--- config.mk ---
export PLATFORM = sky130hd
export DESIGN_NAME = hrdop_top
export DESIGN_NICKNAME = d
export VERILOG_FILES = /design/src/shared/hrdop_pkg.sv /design/src/design/hrdop_top.sv /design/src/design/hrdop_edge.sv
export VERILOG_INCLUDE_DIRS = /design/src /design/src/shared
export SDC_FILE = /design/constraint.sdc
export NUM_CORES = 2
export LEC_CHECK = 0
export BUFFER_PORTS_ARGS = -buffer_cell sky130_fd_sc_hd__buf_2
export CAP_MARGIN = 0
export CORE_ASPECT_RATIO = 1.1
export CORE_MARGIN = 2
export CORE_UTILIZATION = 50
export CTS_CLUSTER_SIZE = 30
export DETAILED_ROUTE_END_ITERATION = 7
export GPL_TIMING_DRIVEN = 0
export PLACE_DENSITY = 0.66
export SLEW_MARGIN = 25
export SYNTH_ARGS = -nofsm -noshare
export SYNTH_HDL_FRONTEND = slang
export SYNTH_HIERARCHICAL = 1
export SYNTH_SLANG_ARGS = --single-unit
--- constraint.sdc ---
create_clock -name pclk -period 9.73 [get_ports pclk]
set_input_delay 1.4595 -clock pclk [delete_from_list [all_inputs] [get_ports pclk]]
set_output_delay 1.4595 -clock pclk [all_outputs]
set_load 0.02 [all_outputs]
--- src/shared/hrdop_map.svh ---
`ifndef HRDOP_MAP_SVH
`define HRDOP_MAP_SVH

// Register byte offsets
`define HRDOP_CTRL_OFS 8'h00
`define HRDOP_PRD_OFS  8'h04
`define HRDOP_EV1_OFS  8'h08
`define HRDOP_EV2_OFS  8'h0c
`define HRDOP_EV3_OFS  8'h10
`define HRDOP_EV4_OFS  8'h14
`define HRDOP_ADJA_OFS 8'h18
`define HRDOP_ADJB_OFS 8'h1c
`define HRDOP_SMP1_OFS 8'h20
`define HRDOP_SMP2_OFS 8'h24
`define HRDOP_PHS_OFS  8'h28
`define HRDOP_BLKA_OFS 8'h2c
`define HRDOP_BLKB_OFS 8'h30
`define HRDOP_STAT_OFS 8'h34

// Control register fields
`define HRDOP_C_EN      0
`define HRDOP_C_CLOSED  1
`define HRDOP_C_POLA    2
`define HRDOP_C_POLB    3
`define HRDOP_C_OS      5:4
`define HRDOP_C_DIV     9:6
`define HRDOP_C_FINE    10
`define HRDOP_C_STEP    12:11
`define HRDOP_C_PHCLK   13
`define HRDOP_CTRL_W    14

// Other field layouts
`define HRDOP_BLK_BEG   13:0
`define HRDOP_BLK_END   29:16
`define HRDOP_SMP_W     12

// Reset values
`define HRDOP_CTRL_RST  14'h0000
`define HRDOP_PRD_RST   14'h3fff

// Fine placement and sample point scaling constants
`define HRDOP_STEP_PS   250
`define HRDOP_QR_SHIFT  2

`endif

--- src/shared/hrdop_pkg.sv ---
`default_nettype none
package hrdop_pkg;
    typedef logic [13:0]        hrdop_cnt_t;
    typedef logic [17:0]        hrdop_pos_t;
    typedef logic signed [15:0] hrdop_adj_t;
    typedef logic signed [23:0] hrdop_duty_t;
    typedef enum logic [1:0] {HRDOP_OS1, HRDOP_OS2, HRDOP_OS4, HRDOP_OS8} hrdop_os_t;
    typedef enum logic [1:0] {HRDOP_ST250P, HRDOP_ST500P, HRDOP_ST1N, HRDOP_ST2N} hrdop_step_t;
endpackage : hrdop_pkg
`default_nettype wire

--- src/design/hrdop_top.sv ---
`default_nettype none
`include "hrdop_map.svh"
module hrdop_top
#(
    parameter int ADDR_W = 8
)
(
    input  wire logic                   pclk,
    input  wire logic                   presetn,
    input  wire logic                   psel,
    input  wire logic                   penable,
    input  wire logic                   pwrite,
    input  wire logic [ADDR_W-1:0]      paddr,
    input  wire logic [31:0]            pwdata,
    output logic [31:0]                 prdata,
    output logic                        pready,
    output logic                        pslverr,
    input  wire hrdop_pkg::hrdop_duty_t loop_filter_duty,
    input  wire logic                   loop_filter_valid,
    input  wire logic                   sync_in,
    output logic                        sync_out,
    output logic                        pwm_a,
    output logic                        pwm_b,
    output logic [3:0]                  fine_a_fall,
    output logic [3:0]                  fine_b_rise,
    output logic [3:0]                  fine_b_fall,
    output logic                        phase_clock_set_enable,
    output logic                        error_converter_trigger,
    output logic                        sample2_trigger,
    output logic                        blank_a,
    output logic                        blank_b,
    output logic                        period_irq,
    output logic                        twelve_bit_converter_start
);
    import hrdop_pkg::*;

    // Registers
    logic [`HRDOP_CTRL_W-1:0] ctrl_q;
    hrdop_cnt_t               prd_sh_q;
    hrdop_cnt_t               prd_act_q;
    hrdop_cnt_t               ev1_q;
    hrdop_pos_t               ev2_q;
    hrdop_pos_t               ev3_q;
    hrdop_pos_t               ev4_q;
    hrdop_adj_t               adja_q;
    hrdop_adj_t               adjb_q;
    logic [`HRDOP_SMP_W-1:0]  smp1_q;
    logic [`HRDOP_SMP_W-1:0]  smp2_q;
    hrdop_cnt_t               phase_q;
    logic [31:0]              blka_q;
    logic [31:0]              blkb_q;

    // Datapath state
    hrdop_cnt_t  cnt_q;
    logic [14:0] seg_cnt_q;
    logic [22:0] duty_q;
    logic [22:0] duty_act_q;
    hrdop_pos_t  on_q;
    logic [7:0]  div_cnt_q;
    logic        a_q;
    logic        b_q;
    logic        sync1_q;
    logic        sync2_q;
    logic        sync3_q;
    logic        trig_q;
    logic        trig2_q;
    logic        sync_out_q;
    logic        irq_q;
    logic        blank_a_q;
    logic        blank_b_q;
    logic        pwm_a_q;
    logic        pwm_b_q;
    logic [31:0] prdata_q;

    // Decoded controls and combinational terms
    logic        en_q;
    logic        closed;
    hrdop_os_t   os;
    logic        fine_on;
    logic [3:0]  mask;
    logic        term;
    logic        sync_pulse;
    logic        wr;
    logic        map_ok;
    logic [31:0] rd_mux;
    logic        prd_wr;
    hrdop_pos_t  a_fall_base;
    hrdop_pos_t  b_fall_base;
    logic        a_rise_hit;
    logic        a_fall_hit;
    logic        b_rise_hit;
    logic        b_fall_hit;
    logic [14:0] seg_len;
    hrdop_cnt_t  smp1_fast;
    hrdop_cnt_t  smp2_fast;
    logic [7:0]  div_lim;
    logic        div_on;
    logic [41:0] prod;
    logic        a_d;
    logic        b_d;

    // Saturate a 19-bit sum into a fine position
    function automatic hrdop_pos_t sat19(input logic [18:0] v);
        sat19 = v[18] ? 18'h3ffff : v[17:0];
    endfunction : sat19

    // Interrupt divide setting to divide count
    function automatic logic [7:0] div_map(input logic [3:0] s);
        unique case (s)
            4'h1:    div_map = 8'h00;
            4'h2:    div_map = 8'h01;
            4'h3:    div_map = 8'h03;
            4'h4:    div_map = 8'h07;
            4'h5:    div_map = 8'h0f;
            4'h6:    div_map = 8'h1f;
            4'h7:    div_map = 8'h2f;
            4'h8:    div_map = 8'h3f;
            4'h9:    div_map = 8'h4f;
            4'ha:    div_map = 8'h5f;
            4'hb:    div_map = 8'h7f;
            4'hc:    div_map = 8'h9f;
            4'hd:    div_map = 8'hbf;
            4'he:    div_map = 8'hdf;
            4'hf:    div_map = 8'hff;
            default: div_map = 8'h00;
        endcase
    endfunction : div_map

    // Control field decode
    assign en_q    = ctrl_q[`HRDOP_C_EN];
    assign closed  = ctrl_q[`HRDOP_C_CLOSED];
    assign os      = hrdop_os_t'(ctrl_q[`HRDOP_C_OS]);
    assign fine_on = ctrl_q[`HRDOP_C_FINE] & ctrl_q[`HRDOP_C_PHCLK];
    assign div_lim = div_map(ctrl_q[`HRDOP_C_DIV]);
    assign div_on  = (ctrl_q[`HRDOP_C_DIV] != 4'h0);

    // Step size to sub-step mask; off means whole 4 ns steps
    always_comb
    begin
        mask = 4'h0;
        if (fine_on)
        begin
            unique case (hrdop_step_t'(ctrl_q[`HRDOP_C_STEP]))
                HRDOP_ST250P: mask = 4'hf;
                HRDOP_ST500P: mask = 4'he;
                HRDOP_ST1N:   mask = 4'hc;
                HRDOP_ST2N:   mask = 4'h8;
            endcase
        end
    end

    // APB access decode, zero wait states
    assign wr      = psel & penable & pwrite;
    assign prd_wr  = wr & (paddr == ADDR_W'(`HRDOP_PRD_OFS));
    assign pready  = psel & penable;
    assign pslverr = psel & penable & ~map_ok;

    // Register read mux and address check
    always_comb
    begin
        map_ok = 1'b1;
        rd_mux = 32'h0000_0000;
        unique case (paddr)
            ADDR_W'(`HRDOP_CTRL_OFS): rd_mux = 32'(ctrl_q);
            ADDR_W'(`HRDOP_PRD_OFS):  rd_mux = 32'(prd_sh_q);
            ADDR_W'(`HRDOP_EV1_OFS):  rd_mux = 32'(ev1_q);
            ADDR_W'(`HRDOP_EV2_OFS):  rd_mux = 32'(ev2_q);
            ADDR_W'(`HRDOP_EV3_OFS):  rd_mux = 32'(ev3_q);
            ADDR_W'(`HRDOP_EV4_OFS):  rd_mux = 32'(ev4_q);
            ADDR_W'(`HRDOP_ADJA_OFS): rd_mux = 32'($unsigned(adja_q));
            ADDR_W'(`HRDOP_ADJB_OFS): rd_mux = 32'($unsigned(adjb_q));
            ADDR_W'(`HRDOP_SMP1_OFS): rd_mux = 32'(smp1_q);
            ADDR_W'(`HRDOP_SMP2_OFS): rd_mux = 32'(smp2_q);
            ADDR_W'(`HRDOP_PHS_OFS):  rd_mux = 32'(phase_q);
            ADDR_W'(`HRDOP_BLKA_OFS): rd_mux = blka_q;
            ADDR_W'(`HRDOP_BLKB_OFS): rd_mux = blkb_q;
            ADDR_W'(`HRDOP_STAT_OFS):
                rd_mux = {div_cnt_q, 6'h00, b_q, a_q, 2'b00, cnt_q};
            default:                  map_ok = 1'b0;
        endcase
    end

    // Read data captured in the setup phase
    always_ff @(posedge pclk or negedge presetn)
    begin
        if (!presetn)
            prdata_q <= 32'h0000_0000;
        else if (psel & ~penable & ~pwrite)
            prdata_q <= rd_mux;
    end
    assign prdata = prdata_q;

    // Register writes; period goes to its shadow copy
    always_ff @(posedge pclk or negedge presetn)
    begin
        if (!presetn)
        begin
            ctrl_q   <= `HRDOP_CTRL_RST;
            prd_sh_q <= `HRDOP_PRD_RST;
            ev1_q    <= '0;
            ev2_q    <= '0;
            ev3_q    <= '0;
            ev4_q    <= '0;
            adja_q   <= '0;
            adjb_q   <= '0;
            smp1_q   <= '0;
            smp2_q   <= '0;
            phase_q  <= '0;
            blka_q   <= 32'h0000_0000;
            blkb_q   <= 32'h0000_0000;
        end
        else if (wr)
        begin
            unique case (paddr)
                ADDR_W'(`HRDOP_CTRL_OFS): ctrl_q <= pwdata[`HRDOP_CTRL_W-1:0];
                ADDR_W'(`HRDOP_PRD_OFS):  prd_sh_q <= pwdata[13:0];
                ADDR_W'(`HRDOP_EV1_OFS):  ev1_q <= pwdata[13:0];
                ADDR_W'(`HRDOP_EV2_OFS):  ev2_q <= pwdata[17:0];
                ADDR_W'(`HRDOP_EV3_OFS):  ev3_q <= pwdata[17:0];
                ADDR_W'(`HRDOP_EV4_OFS):  ev4_q <= pwdata[17:0];
                ADDR_W'(`HRDOP_ADJA_OFS): adja_q <= pwdata[15:0];
                ADDR_W'(`HRDOP_ADJB_OFS): adjb_q <= pwdata[15:0];
                ADDR_W'(`HRDOP_SMP1_OFS): smp1_q <= pwdata[`HRDOP_SMP_W-1:0];
                ADDR_W'(`HRDOP_SMP2_OFS): smp2_q <= pwdata[`HRDOP_SMP_W-1:0];
                ADDR_W'(`HRDOP_PHS_OFS):  phase_q <= pwdata[13:0];
                ADDR_W'(`HRDOP_BLKA_OFS): blka_q <= pwdata;
                ADDR_W'(`HRDOP_BLKB_OFS): blkb_q <= pwdata;
                default:                  ;
            endcase
        end
    end

    // Alignment input synchroniser and rising-edge detect
    always_ff @(posedge pclk or negedge presetn)
    begin
        if (!presetn)
        begin
            sync1_q <= 1'b0;
            sync2_q <= 1'b0;
            sync3_q <= 1'b0;
        end
        else
        begin
            sync1_q <= sync_in;
            sync2_q <= sync1_q;
            sync3_q <= sync2_q;
        end
    end
    assign sync_pulse = sync2_q & ~sync3_q;

    // Period counter, restarted by period end or alignment
    assign term = (cnt_q == prd_act_q);
    always_ff @(posedge pclk or negedge presetn)
    begin
        if (!presetn)
            cnt_q <= '0;
        else if (!en_q || sync_pulse)
            cnt_q <= '0;
        else if (term)
            cnt_q <= '0;
        else
            cnt_q <= cnt_q + 14'h0001;
    end

    // Active period and duty taken at period end and while disabled
    always_ff @(posedge pclk or negedge presetn)
    begin
        if (!presetn)
        begin
            prd_act_q  <= `HRDOP_PRD_RST;
            duty_act_q <= '0;
        end
        else if (!en_q || term)
        begin
            prd_act_q  <= prd_sh_q;
            duty_act_q <= duty_q;
        end
    end

    // Compensator duty, negative values clamp to zero
    always_ff @(posedge pclk or negedge presetn)
    begin
        if (!presetn)
            duty_q <= '0;
        else if (loop_filter_valid)
            duty_q <= loop_filter_duty[23] ? 23'h000000 : loop_filter_duty[22:0];
    end

    // On-time in sub-steps: duty times period in sixteenths
    assign prod = duty_act_q * {({1'b0, prd_act_q} + 15'h0001), 4'h0};
    always_ff @(posedge pclk or negedge presetn)
    begin
        if (!presetn)
            on_q <= '0;
        else
            on_q <= sat19(prod[41:23]);
    end

    // Falling-edge bases; open loop ignores the compensator
    assign a_fall_base = closed ? sat19({1'b0, ev1_q, 4'h0} + {1'b0, on_q})
                                : ev2_q;
    assign b_fall_base = closed ? sat19({1'b0, ev3_q} + {1'b0, on_q})
                                : ev4_q;

    // Edge comparators with fine sub-step capture, left unconnected on the A rising edge
    hrdop_edge u_a_rise (
        .pclk    (pclk),
        .presetn (presetn),
        .cnt     (cnt_q),
        .base    ({ev1_q, 4'h0}),
        .adj     (16'sh0000),
        .mask    (mask),
        .hit     (a_rise_hit),
        .fine    ()
    );
    hrdop_edge u_a_fall (
        .pclk    (pclk),
        .presetn (presetn),
        .cnt     (cnt_q),
        .base    (a_fall_base),
        .adj     (adja_q),
        .mask    (mask),
        .hit     (a_fall_hit),
        .fine    (fine_a_fall)
    );
    hrdop_edge u_b_rise (
        .pclk    (pclk),
        .presetn (presetn),
        .cnt     (cnt_q),
        .base    (ev3_q),
        .adj     (16'sh0000),
        .mask    (mask),
        .hit     (b_rise_hit),
        .fine    (fine_b_rise)
    );
    hrdop_edge u_b_fall (
        .pclk    (pclk),
        .presetn (presetn),
        .cnt     (cnt_q),
        .base    (b_fall_base),
        .adj     (adjb_q),
        .mask    (mask),
        .hit     (b_fall_hit),
        .fine    (fine_b_fall)
    );

    // Output set/clear; a falling match wins over a rising one
    assign a_d = !en_q ? 1'b0 : a_fall_hit ? 1'b0 : a_rise_hit ? 1'b1 : a_q;
    assign b_d = !en_q ? 1'b0 : b_fall_hit ? 1'b0 : b_rise_hit ? 1'b1 : b_q;
    always_ff @(posedge pclk or negedge presetn)
    begin
        if (!presetn)
        begin
            a_q     <= 1'b0;
            b_q     <= 1'b0;
            pwm_a_q <= 1'b0;
            pwm_b_q <= 1'b0;
        end
        else
        begin
            a_q     <= a_d;
            b_q     <= b_d;
            pwm_a_q <= a_d ^ ctrl_q[`HRDOP_C_POLA];
            pwm_b_q <= b_d ^ ctrl_q[`HRDOP_C_POLB];
        end
    end
    assign pwm_a = pwm_a_q;
    assign pwm_b = pwm_b_q;
    assign phase_clock_set_enable = ctrl_q[`HRDOP_C_PHCLK];

    // Sample points scaled from quarter-rate units
    assign smp1_fast = {smp1_q, 2'b00};
    assign smp2_fast = {smp2_q, 2'b00};
    assign seg_len   = ({1'b0, prd_act_q} + 15'h0001) >> os;

    // Oversampling segment counter, aligned with the period
    always_ff @(posedge pclk or negedge presetn)
    begin
        if (!presetn)
            seg_cnt_q <= '0;
        else if (!en_q || sync_pulse || term || seg_cnt_q >= seg_len - 15'h0001)
            seg_cnt_q <= '0;
        else
            seg_cnt_q <= seg_cnt_q + 15'h0001;
    end

    // Trigger, alignment and blanking pulses from own settings
    always_ff @(posedge pclk or negedge presetn)
    begin
        if (!presetn)
        begin
            trig_q     <= 1'b0;
            trig2_q    <= 1'b0;
            sync_out_q <= 1'b0;
            blank_a_q  <= 1'b0;
            blank_b_q  <= 1'b0;
        end
        else
        begin
            trig_q     <= en_q && (seg_cnt_q == ({1'b0, smp1_fast} >> os));
            trig2_q    <= en_q && (cnt_q == smp2_fast);
            sync_out_q <= en_q && (cnt_q == phase_q);
            blank_a_q  <= en_q && cnt_q >= blka_q[`HRDOP_BLK_BEG]
                          && cnt_q < blka_q[`HRDOP_BLK_END];
            blank_b_q  <= en_q && cnt_q >= blkb_q[`HRDOP_BLK_BEG]
                          && cnt_q < blkb_q[`HRDOP_BLK_END];
        end
    end
    assign error_converter_trigger = trig_q;
    assign sample2_trigger         = trig2_q;
    assign sync_out                = sync_out_q;
    assign blank_a                 = blank_a_q;
    assign blank_b                 = blank_b_q;

    // Divided per-period interrupt
    always_ff @(posedge pclk or negedge presetn)
    begin
        if (!presetn)
        begin
            div_cnt_q <= 8'h00;
            irq_q     <= 1'b0;
        end
        else
        begin
            irq_q <= 1'b0;
            if (!en_q || !div_on)
                div_cnt_q <= 8'h00;
            else if (term && !sync_pulse)
            begin
                if (div_cnt_q >= div_lim)
                begin
                    div_cnt_q <= 8'h00;
                    irq_q     <= 1'b1;
                end
                else
                    div_cnt_q <= div_cnt_q + 8'h01;
            end
        end
    end
    assign period_irq                 = irq_q;
    assign twelve_bit_converter_start = irq_q;
endmodule : hrdop_top
`default_nettype wire

--- src/design/hrdop_edge.sv ---
`default_nettype none
module hrdop_edge
(
    input  wire logic                  pclk,
    input  wire logic                  presetn,
    input  wire hrdop_pkg::hrdop_cnt_t cnt,
    input  wire hrdop_pkg::hrdop_pos_t base,
    input  wire hrdop_pkg::hrdop_adj_t adj,
    input  wire logic [3:0]            mask,
    output logic                       hit,
    output logic [3:0]                 fine
);
    import hrdop_pkg::*;

    logic signed [19:0] sum;
    hrdop_pos_t         pos;

    // Signed adjust added onto count and sub-step bits
    assign sum = $signed({2'b00, base}) + 20'(adj);

    // Clamp into the counter range
    always_comb
    begin
        if (sum < 0)
            pos = '0;
        else if (sum > $signed({2'b00, 18'h3ffff}))
            pos = 18'h3ffff;
        else
            pos = sum[17:0];
    end

    // Coarse match on the upper 14 bits
    assign hit = (cnt == pos[17:4]);

    // Sub-step for the phase clock selector, held until the next hit
    always_ff @(posedge pclk or negedge presetn)
    begin
        if (!presetn)
            fine <= 4'h0;
        else if (hit)
            fine <= pos[3:0] & mask;
    end
endmodule : hrdop_edge
`default_nettype wire

==> Implementation_results.wiki <==
{| class="wikitable"
! Metric !! Value
|-
| Outcome || completed
|-
| Antenna violations before repair || 6
|-
| # resized after CTS || 0
|-
| Max Cap Violations || 0
|-
| Critical Path Most Common Cell || sky130_fd_sc_hd__fa_1
|-
| Routing layer with the top usage in global route || met2
|-
| Max Buffers Root-to-Sink || 3
|-
| Shortest period the worst path allows || 9.46 ns
|-
| Number of input and output port buffers inserted || 125
|-
| Final number of max-transition violations || 0
|-
| Routed length per instance || between 20 and 25 microns
|-
| Req. time, crit path || about 10 ns
|-
| TritonCTS Sinks || 402
|-
| Depth of the worst hold-timing path || 0
|-
| Y dimension of the die || around 300 microns
|-
| Netlist area before placement || about 0.040 sq mm
|-
| Overall Global Routing Usage || 32.4%
|-
| Via count of the first global-routing pass || between 30,000 and 40,000
|-
| Horizontal die dimension || around 270 microns
|-
| Largest net degree at the start of global routing || 92
|-
| Drc violations || 0
|-
| Crit path max fanout || 10
|-
| Leakage power of the design || 21.1 nW
|-
| DPL Wire Length || about 110,000 microns
|-
| IO Count || between 100 and 150
|-
| Critical path startpoint || prd_act_q[0]$_DFFE_PN1P_
|-
| Final total negative setup slack || 0 ns
|-
| Post-route clock period utilization || 97.2%
|-
| Met1 usage || 40.0%
|-
| Synth Instances || around 4,300
|-
| Worst reg2reg path depth || 29
|-
| Detailed-router iteration count before antenna repair || 7
|-
| Vias after detailed routing || 34,700
|-
| Number of placed cells counting well taps || 5,570
|-
| Achievable frequency || around 0.11 GHz
|-
| Routed WL || ~140,000 microns
|-
| Total setup violations reported at the end of the flow || 0
|-
| Final non-filler cell total || approximately 5,700
|-
| Die ar. || a little over 0.08 sq mm
|-
| Worst slew pin tran || about 1.2 ns
|-
| First-iteration detailed-routing DRC count || ~3,300
|-
| Maximum cell stage delay along the critical path || 0.72 ns
|-
| Setup bufs post-CTS || 0
|-
| HP Start || sync1_q$_DFF_PN0_
|-
| Std-Cell Core Area || approximately 0.080 sq mm
|-
| Routability congestion estimate from global placement || 1.04
|-
| Residual antenna-violating net count after detailed routing || 0
|-
| Nets || around 5,200
|-
| Worst-path clk slew || around 0.070 ns
|-
| Sum of overflow across all layers after global routing || 0
|-
| Most frequent cells in the layout || 453 x sky130_fd_sc_hd__inv_1, 378 x sky130_fd_sc_hd__nand2_1, 361 x sky130_fd_sc_hd__dfrtp_1
|-
| Most common library cell in the layout ignoring fill and taps || sky130_fd_sc_hd__inv_1
|-
| Slowest-stage cell, CP || sky130_fd_sc_hd__xnor2_1
|-
| Per-instance average area after synthesis || just over 9 sq um
|-
| Clock root buffer master || sky130_fd_sc_hd__clkbuf_16
|-
| Worst reg2reg path startpoint || prd_act_q[0]$_DFFE_PN1P_
|-
| Clock tree from TritonCTS || done
|-
| Hold-fix buffers at CTS || 0
|-
| Synthesis-to-layout area growth || 10.1%
|-
| Worst-Skew Late Latency || 0.62 ns
|-
| Power density normalized to cell area || roughly 97 mW/mm^2
|-
| Setup repair after global routing missed its margin || no
|-
| Max IR drop VDD || roughly 0.00017 V
|-
| Global-route wire length before repair || between 200,000 and 250,000 microns
|-
| Total count of hold-check failures in the final report || 0
|-
| YS warnings || 6
|-
| Row count || approximately 110
|-
| Global-route met2 utilization || between 50% and 60%
|-
| Type of element capturing the critical path || flop
|-
| Worst Path Arrival || between 9 and 10 ns
|-
| Max-slew headroom at the worst pin || 22.1%
|-
| Num CTS Buffers || 46
|-
| Path type of the worst min-delay path || reg -> reg
|-
| CTS H-Tree Depth || 2
|-
| Type of the setup path with the least slack || reg -> reg
|-
| Fraction of final layout cells sized beyond drive strength 1 || between 10 and 15%
|-
| Initial Utilization || about half
|-
| Kind of start point of the critical path || flop
|-
| Worst Clk Skew || 0.0354 ns
|-
| Met3 global-route usage || between 5 and 6%
|-
| Per-cell via count in the routed design || just over 6
|}
[critical path: cells and delay by family (launching register included)]
family          cells  cell delay [ns]
simple gates        5             0.72
xor+xnor            2             1.23
compound gates      8             1.93
fa+ha+maj           7             3.47
flops               1             0.53
buf+inv             7             1.40
[final timing paths]
path | endpoint | slack [ns]
worst max-delay path | on_q[16]$_DFF_PN0_ | 0.27
min in group asynchronous | u_a_fall/fine[2]$_DFFE_PN0N_ | 0.67
worst max register to register | on_q[16]$_DFF_PN0_ | 0.27
worst min register to register | sync2_q$_DFF_PN0_ | 0.38
worst min-delay path | sync2_q$_DFF_PN0_ | 0.38
max in group asynchronous | cnt_q[7]$_DFF_PN0_ | 7.48
[stage by stage]
stage          utilization, %  hold WS [ns]  worst slack, ns  power (mW)  cell area [sq um]
2_1_floorplan               -         0.331             2.21        2.20              40500
3_3_place_gp             53.0         0.334           -0.933        2.43              42500
3_5_place_dp             53.3         0.371            0.339        2.45              42800
4_1_cts                  55.4         0.385            0.272        4.32              44400
5_1_grt                  55.4         0.389           0.0590        4.46              44400
6_report                 55.4         0.381            0.273        4.32              44400
[metal layers]
layer / share of wire, % / vias up
li1: - / 15600
met1: 39 / 17300
met2: 47 / 1482
met3: 7.4 / 418
met4: 6.7 / 6
met5: 0.029 / -
[flip-flops by register name, summed over array words and instances, names as in the netlist, 18 cells and up]
name	flops
ev3_q	18
prdata	32
duty_q	23
blka_q	32
duty_act_q	23
ev4_q	18
ev2_q	18
blkb_q	32
on_q	18
[power by group]
group          switching, mW  internal [mW]  total (mW)
combinational          0.399          0.232       0.631
clock                  0.757           1.13        1.88
sequential            0.0737           1.73        1.80
[final cells by class]
class	instances	area [sq um]
plain buffers	220	961
inverters	453	1700
diodes	3	7.51
multi-input cells	3307	27800
clock buffers	65	1340
repair buffers	134	853
flip-flops and latches	402	10100
clock inverters	17	288
well taps	1054	1320
fillers	7320	35800
No activity file was read; power rests on OpenSTA's default activity.
